--- src/rtl/fsr_defs.vh ---
// Constants for the flash status, soft reset and parameter byte block
// How it works
// - Power-up loads status 1 from stored copy
// - 06h arms stored write, 50h volatile override
// - Reset only when 99h directly follows 66h
// - Reset pair accepted at current wire width
// - Parameter byte 6Dh reads constant 10h
`ifndef FSR_DEFS_VH
`define FSR_DEFS_VH
// ****************************************
// Instruction codes
// ****************************************
`define FSR_OP_WREN      8'h06
`define FSR_OP_VWREN     8'h50
`define FSR_OP_WRSR      8'h01
`define FSR_OP_RDSR      8'h05
`define FSR_OP_RSTEN     8'h66
`define FSR_OP_RST       8'h99
`define FSR_OP_RDPAR     8'h5A
// ****************************************
// Parameter table bytes
// ****************************************
`define FSR_PA_6C        8'h6C
`define FSR_PA_6D        8'h6D
`define FSR_PA_6E        8'h6E
`define FSR_PA_6F        8'h6F
`define FSR_PD_6C        8'hE8
`define FSR_PD_6D        8'h10
`define FSR_PD_6E        8'hC0
`define FSR_PD_6F        8'h80
`define FSR_PD_RSVD      8'hFF
// ****************************************
// Wire width modes and stored status reset value
// ****************************************
`define FSR_W1           2'h0
`define FSR_W2           2'h1
`define FSR_W4           2'h2
`define FSR_NV_RESET     8'h00
`endif

--- src/rtl/fsr_param_rom.v ---
// Read-only parameter byte table with registered read data
`timescale 1ns/1ps
`default_nettype none
`include "fsr_defs.vh"
module fsr_param_rom (
   input  wire       i_clk,
   input  wire       i_rst,
   input  wire [7:0] i_addr,
   output reg  [7:0] o_data
);
   // ****************************************
   // Constant lookup, no write path exists
   // ****************************************
   always @(posedge i_clk or posedge i_rst) begin
      if (i_rst) begin
         o_data <= 8'h00;
      end else begin
         case (i_addr)
            `FSR_PA_6C: o_data <= `FSR_PD_6C;
            `FSR_PA_6D: o_data <= `FSR_PD_6D;
            `FSR_PA_6E: o_data <= `FSR_PD_6E;
            `FSR_PA_6F: o_data <= `FSR_PD_6F;
            default:    o_data <= `FSR_PD_RSVD;
         endcase
      end
   end
endmodule
`default_nettype wire

--- src/rtl/fsr_core.v ---
// Command interpreter for status 1 writes, soft reset and parameter reads
`timescale 1ns/1ps
`default_nettype none
`include "fsr_defs.vh"
module fsr_core (
   input  wire       i_clk,
   input  wire       i_rst,
   input  wire       i_cs_n,
   input  wire       i_sclk,
   input  wire [3:0] i_dq,
   input  wire [1:0] i_width,
   input  wire [7:0] i_nv_status,
   output reg  [3:0] o_dq,
   output reg  [3:0] o_dq_oe,
   output reg  [7:0] o_status,
   output reg  [7:0] o_nv_wdata,
   output reg        o_nv_we,
   output reg        o_soft_rst
);
   // ****************************************
   // States
   // ****************************************
   localparam ST_OP   = 3'h0;
   localparam ST_WSR  = 3'h1;
   localparam ST_ADR  = 3'h2;
   localparam ST_DMY  = 3'h3;
   localparam ST_OUT  = 3'h4;
   localparam ST_IGN  = 3'h5;

   // ****************************************
   // Pin synchronisers
   // ****************************************
   // Two-flop synchronisers; only the second stage is used
   reg [3:0] dq_m_q, dq_s_q;
   reg       cs_m_q, cs_s_q, clk_m_q, clk_s_q, clk_p_q;
   always @(posedge i_clk or posedge i_rst) begin
      if (i_rst) begin
         dq_m_q  <= 4'h0;
         dq_s_q  <= 4'h0;
         cs_m_q  <= 1'b1;
         cs_s_q  <= 1'b1;
         clk_m_q <= 1'b0;
         clk_s_q <= 1'b0;
         clk_p_q <= 1'b0;
      end else begin
         dq_m_q  <= i_dq;
         dq_s_q  <= dq_m_q;
         cs_m_q  <= i_cs_n;
         cs_s_q  <= cs_m_q;
         clk_m_q <= i_sclk;
         clk_s_q <= clk_m_q;
         clk_p_q <= clk_s_q;
      end
   end

   // SCLK edges seen in i_clk time; SCLK must stay well below i_clk/6
   wire rise = clk_s_q & ~clk_p_q;
   wire fall = ~clk_s_q & clk_p_q;
   wire sel  = ~cs_s_q;

   // Width is latched per frame; mid-frame changes would garble shifts
   reg  [1:0] wid_q;
   reg  [2:0] st_q;
   reg  [7:0] sh_q, op_q, adr_q;
   reg  [3:0] cnt_q;
   reg        cs_p_q;
   reg        wren_q, vwren_q, rsten_q, init_q;
   reg  [7:0] tx_q;
   reg  [1:0] ab_q;   // Address byte index in a table read
   wire [7:0] rom_data;

   // ****************************************
   // Shift datapath
   // ****************************************
   // Bits per edge follow the current interface mode
   wire [3:0] step = (wid_q == `FSR_W4) ? 4'h4 :
                     (wid_q == `FSR_W2) ? 4'h2 : 4'h1;
   // Next shift value for the latched width
   reg  [7:0] sh_n;
   always @* begin
      case (wid_q)
         `FSR_W4: sh_n = {sh_q[3:0], dq_s_q};
         `FSR_W2: sh_n = {sh_q[5:0], dq_s_q[1:0]};
         default: sh_n = {sh_q[6:0], dq_s_q[0]};
      endcase
   end
   // Byte boundary at eight bits, whatever the width
   wire [3:0] cnt_n  = cnt_q + step;
   wire       byte_ok = rise && (cnt_n == 4'h8);

   // ****************************************
   // Parameter table
   // ****************************************
   // Address settles long before the dummy byte ends
   fsr_param_rom u_rom (
      .i_clk  (i_clk),
      .i_rst  (i_rst),
      .i_addr (adr_q),
      .o_data (rom_data)
   );

   // ****************************************
   // Frame decode
   // ****************************************
   // Enables and soft reset commit on CS rising; a status write lands
   // on its data byte, as soon as that byte is complete
   always @(posedge i_clk or posedge i_rst) begin
      if (i_rst) begin
         st_q       <= ST_OP;
         sh_q       <= 8'h00;
         op_q       <= 8'h00;
         adr_q      <= 8'h00;
         cnt_q      <= 4'h0;
         ab_q       <= 2'h0;
         cs_p_q     <= 1'b1;
         wid_q      <= `FSR_W1;
         wren_q     <= 1'b0;
         vwren_q    <= 1'b0;
         rsten_q    <= 1'b0;
         init_q     <= 1'b0;
         tx_q       <= 8'h00;
         o_status   <= 8'h00;
         o_nv_wdata <= 8'h00;
         o_nv_we    <= 1'b0;
         o_soft_rst <= 1'b0;
         o_dq       <= 4'h0;
         o_dq_oe    <= 4'h0;
      end else begin
         cs_p_q     <= cs_s_q;
         o_nv_we    <= 1'b0;
         o_soft_rst <= 1'b0;
         // Power-up copy of the stored value, taken after release
         if (!init_q) begin
            init_q   <= 1'b1;
            o_status <= i_nv_status;
         end
         // CS rising closes the frame and frees the shared wire
         if (cs_s_q && !cs_p_q) begin
            o_dq_oe <= 4'h0;
            if (st_q == ST_OP && cnt_q == 4'h0) begin
               // Pending reset-enable survives only one next command
               if (op_q == `FSR_OP_RST && rsten_q) begin
                  o_soft_rst <= 1'b1;
                  o_status   <= i_nv_status;
                  wren_q     <= 1'b0;
                  vwren_q    <= 1'b0;
               end
               rsten_q <= (op_q == `FSR_OP_RSTEN);
               if (op_q == `FSR_OP_WREN) wren_q <= 1'b1;
               if (op_q == `FSR_OP_VWREN) vwren_q <= 1'b1;
            end else begin
               rsten_q <= 1'b0;
            end
            op_q <= 8'h00;
         end else if (!sel) begin
            st_q  <= ST_OP;
            cnt_q <= 4'h0;
            ab_q  <= 2'h0;
            wid_q <= i_width;
         end else if (rise && st_q != ST_OUT && st_q != ST_IGN) begin
            sh_q  <= sh_n;
            cnt_q <= byte_ok ? 4'h0 : cnt_n;
            if (byte_ok) begin
               case (st_q)
                  ST_OP: begin
                     // One-byte opcodes wait in ST_OP for frame-end decode
                     op_q <= sh_n;
                     case (sh_n)
                        `FSR_OP_WRSR:  st_q <= ST_WSR;
                        `FSR_OP_RDPAR: st_q <= ST_ADR;
                        `FSR_OP_RDSR: begin
                           tx_q <= o_status;
                           st_q <= ST_OUT;
                        end
                        default:       st_q <= ST_OP;
                     endcase
                  end
                  ST_WSR: begin
                     // Volatile write wins over stored, until a soft reset or i_rst reloads status
                     if (vwren_q) begin
                        o_status <= sh_n;
                        vwren_q  <= 1'b0;
                     end else if (wren_q) begin
                        o_status   <= sh_n;
                        o_nv_wdata <= sh_n;
                        o_nv_we    <= 1'b1;
                        wren_q     <= 1'b0;
                     end
                     st_q <= ST_IGN;
                  end
                  ST_ADR: begin
                     // Three address bytes; the last one picks the entry
                     adr_q <= sh_n;
                     ab_q  <= ab_q + 2'h1;
                     if (ab_q == 2'h2) st_q <= ST_DMY;
                  end
                  ST_DMY: begin
                     // Step ahead so the next byte is ready at reload
                     tx_q  <= rom_data;
                     adr_q <= adr_q + 8'h01;
                     st_q  <= ST_OUT;
                  end
                  default: st_q <= ST_IGN;
               endcase
            end
         end else if (fall && st_q == ST_OUT) begin
            // Serial output on one wire, MSB first
            o_dq_oe <= 4'h2;
            o_dq    <= {2'b00, tx_q[7], 1'b0};
            tx_q    <= {tx_q[6:0], 1'b0};
            cnt_q   <= cnt_q + 4'h1;
            if (cnt_q == 4'h7) begin
               // Long parameter reads walk on through the table; status reads repeat o_status
               cnt_q <= 4'h0;
               tx_q  <= (op_q == `FSR_OP_RDPAR) ? rom_data : o_status;
               if (op_q == `FSR_OP_RDPAR) adr_q <= adr_q + 8'h01;
            end
         end
      end
   end
endmodule
`default_nettype wire

--- config.mk ---
export PLATFORM = sky130hd
export DESIGN_NAME = fsr_core
export DESIGN_NICKNAME = d
export VERILOG_FILES = /design/src/rtl/fsr_param_rom.v /design/src/rtl/fsr_core.v
export VERILOG_INCLUDE_DIRS = /design/src /design/src/rtl
export SDC_FILE = /design/constraint.sdc
export NUM_CORES = 1
export LEC_CHECK = 0
export BUFFER_PORTS_ARGS = -buffer_cell sky130_fd_sc_hd__buf_2
export CELL_PAD_IN_SITES_DETAIL_PLACEMENT = 0
export CELL_PAD_IN_SITES_GLOBAL_PLACEMENT = 2
export CORE_MARGIN = 2
export CORE_UTILIZATION = 30
export CTS_CLUSTER_DIAMETER = 50
export DETAILED_ROUTE_END_ITERATION = 12
export PLACE_DENSITY = 0.76
export SLEW_MARGIN = 20
export SYNTH_ARGS = -nofsm -noshare
export SYNTH_HDL_FRONTEND = slang
export SYNTH_SLANG_ARGS = --single-unit
--- constraint.sdc ---
create_clock -name i_clk -period 4.25 [get_ports i_clk]
set_input_delay 0 -clock i_clk [delete_from_list [all_inputs] [get_ports i_clk]]
set_output_delay 0 -clock i_clk [all_outputs]
set_load 0.1 [all_outputs]
==> out/results.tsv <==
metric	value	unit
status	finished, final reports clean	
p_leak	2.473	nW
reg2reg_from	wid_q[0]	
worst_slew_pin_slew	0.9671	ns
rows	45	
grt_first_pass_wirelength	19.83	mm
worst_slack	0.4466	ns
crit_family	simple AND/OR/NAND/NOR gates	
finalHoldViolCount	0	
rsz0062_at_grt	false	
ios	44	
relSlewSlack	35.53	%
seq_area_frac_synth	46.57	%
place_ws	0.4664	ns
crit_start	wid_q[0]	
synth-seq-cells	85	
power_density	424.4	nW/µm²
critPathKind	reg -> reg	
nNetsFinal	537	
drt-vias-per-instance	5.211	
wl_per_cell	17.30	µm
drt_first_pass_iters	4	
worst-path-stages	11	
crit_fanout	15	
insertion_delay	0.35	ns
hpwl	8.527	mm
power.total	0.002282	W
syn_inst	459	
fin_skew	0.006889	ns
clock-sinks	85	
die_h	127.5	µm
finalCritPeriodShare	89.49	%
critPathBufInv	2	
ys.flop_type	dfrtp_1	
end_kind	flip-flop	
worstPathArrival	4.07	ns
r2r_slack	0.45	ns
seq_area	2131	µm²
diodes	0	
setup_violations	0	
vias	3637	
yosysTopAreaCell	dfrtp_1	
drtIter0Drc	210	
final_max_slew_viol_count	0	
cp_slowest_cell	ha_1	
synth_edf_count	0	
cts_made_buffers	9	
antenna_found_initial	0	
ir_worst_vdd	194.4	µV
cts_root_buffer	clkbuf_16	
start_util	30.44	%
gp_congestion	0.8040	
antenna_left	0	
port_buffers	37	
clk_path_buf_depth	2	
ys_warn_count	0	
synth_cell_type_count	62	
worstSetupEndpoint	o_nv_wdata[1]	
cp_cell_sequence	inv_1, ha_1, ha_1, inv_1, fa_1, nor4bb_1, o211ai_1, nor4_4, nand3b_1, nor2b_1, a31oi_1	
overflow	0	
r2r-end	o_nv_wdata[1]	
drive_above_1_share	16.67	%
h-tree-depth	3	
clock.fmax	262.9	MHz
drt-total-wl	12.08	mm
grt_pass1_vias	3622	
worstPathRequired	4.52	ns
die_w	127.5	µm
synthToLayoutAreaGrowth	17.50	%
syn-cell-area	4576	µm²
avgSynthCellArea	9.969	µm²
synth_top_area_share	44.85	%
netlist_top_cells_area	dfrtp_1 (45%), mux2i_1 (6.8%), nand2_1 (4.8%), o21ai_0 (3.7%), ha_1 (3.6%)	
multi_input_area	2268	µm²
startpoint_type	flip-flop	
dieArea	16260	µm²
holdCritPathClass	in -> reg	
worst-r2r-cell-count	11	
clk_pin_slew	0.07	ns
cts_resized	0	
coreArea	15030	µm²
grt_max_degree	56	
fin_setup_tns	0	ns
slowest_delay	0.57	ns
fill_cells	1513	
track_usage	15.64	%
cap_violations	0	
drcViolationCount	0	
synthArstFlopShare	100.0	%
cts_tree	built	
fin_crit	3.803	ns
[synth_stat cells (all sizes together) (3+ instances only)]
| cell type | n |
|---|---|
| o22ai | 4 |
| nand4 | 6 |
| a22o | 8 |
| dfrtp | 82 |
| a221o | 4 |
| a22oi | 3 |
| nand3b | 7 |
| o21ai | 45 |
| mux2i | 31 |
| nor3 | 8 |
| nand3 | 13 |
| o21a | 3 |
| a211oi | 9 |
| ha | 13 |
| buf | 15 |
| clkbuf | 11 |
| inv | 16 |
| mux2 | 12 |
| or2 | 3 |
| o221ai | 4 |
| a21oi | 9 |
| o211ai | 3 |
| a31oi | 3 |
| nand2 | 58 |
| a21o | 9 |
| nor2b | 4 |
| nor4 | 7 |
| nand2b | 4 |
| and3 | 5 |
| nor2 | 27 |
| dfstp | 3 |
[power breakdown]
part | total, W | switching, W | internal [W]
clock network | 0.000881 | 0.000357 | 0.000524
logic | 0.000492 | 0.000342 | 0.000150
registers | 0.000908 | 0.0000521 | 0.000856
total | 0.00228 | 0.000751 | 0.00153
[worst min-delay path by stage]
stage                    from          end  slack, ns  cells past startpoint
2_1_floorplan          i_cs_n       cs_m_q      0.004                      0
3_3_place_gp           i_cs_n       cs_m_q       0.11                      1
3_5_place_dp           i_cs_n       cs_m_q       0.11                      1
4_1_cts        i_nv_status[1]  o_status[1]       0.07                      4
5_1_grt        i_nv_status[7]  o_status[7]       0.10                      4
6_report       i_nv_status[1]  o_status[1]       0.08                      4
[cell families (layout without fill, tap and decap cells)]
logic type,count (synthesis),count (layout),synth area share [%]
AND/OR/NAND/NOR,152,152,16.93
AO/OA/AOI/OAI,119,119,17.83
flip-flops,85,85,46.57
multiplexers,43,43,9.735
buffers and inverters,42,88,4.402
adder cells (fa/ha/maj),14,14,3.992
other,2,7,0.1641
XOR/XNOR,2,2,0.3829
[placed cells by master, fill, tap and decap left out, types with 7 or more instances in the layout]
cell type / n
nand3_1: 13
nor3_1: 8
mux2i_1: 31
a21o_1: 9
inv_1: 15
dfrtp_1: 82
buf_4: 10
conb_1: 7
clkbuf_16: 9
dlygate4sd3_1: 9
buf_2: 37
a22o_1: 8
a211oi_1: 9
nand2_1: 58
nand3b_1: 7
mux2_2: 8
o21ai_1: 10
ha_1: 13
nor2_1: 27
a21oi_1: 9
o21ai_0: 34
[metal layers]
layer | routed length, µm | up-vias | global-route usage [%]
met5 | 0 | - | 0
met4 | 323 | 0 | 6.464
met3 | 357 | 20 | 2.973
met2 | 5557 | 56 | 24.94
met1 | 5839 | 1798 | 20.91
li1 | - | 1763 | -
[worst reg2reg max path, delay by kind of cell, from the launching register on]
family          cells  cell delay [ns]
simple gates        4             1.46
fa+ha+maj           3             1.32
compound gates      2             0.45
flops               1             0.39
buf+inv             2             0.11
[final cells by class]
type | count | share of cell area, %
clock inverters | 7 | 1.955
clock buffers | 9 | 4.189
well taps | 188 | 4.375
flip-flops and latches | 85 | 39.63
multi-input cells | 337 | 42.19
repair buffers | 56 | 6.516
inverters | 16 | 1.140
[what timing repair did]
| item | CTS | global route |
|---|---|---|
| endpoints found under the hold margin | 62 | 0 |
| setup buffers | 0 | 0 |
| hold buffers | 9 | 0 |
[metrics by stage]
step           cells  instance area [µm²]  hold slack (ns)  util [%]
6_report         698                 5376          0.08143     35.76
5_1_grt          698                 5376           0.1043     35.76
4_1_cts          698                 5376          0.07392     35.76
3_5_place_dp     673                 4956           0.1104     32.97
3_3_place_gp     673                 4956           0.1080     32.97
2_1_floorplan    464                 4594         0.004478         -
[registers in the layout, indices dropped and copies added (netlist names), 2 cells and up]
name,count
ab_q,2
st_q,3
tx_q,8
wid_q,2
cnt_q,4
dq_m_q,4
o_nv_wdata,8
op_q,8
o_status,8
dq_s_q,4
adr_q,8
u_rom.o_data,5
sh_q,7
Note: power is estimated with default switching activity, not from simulation.
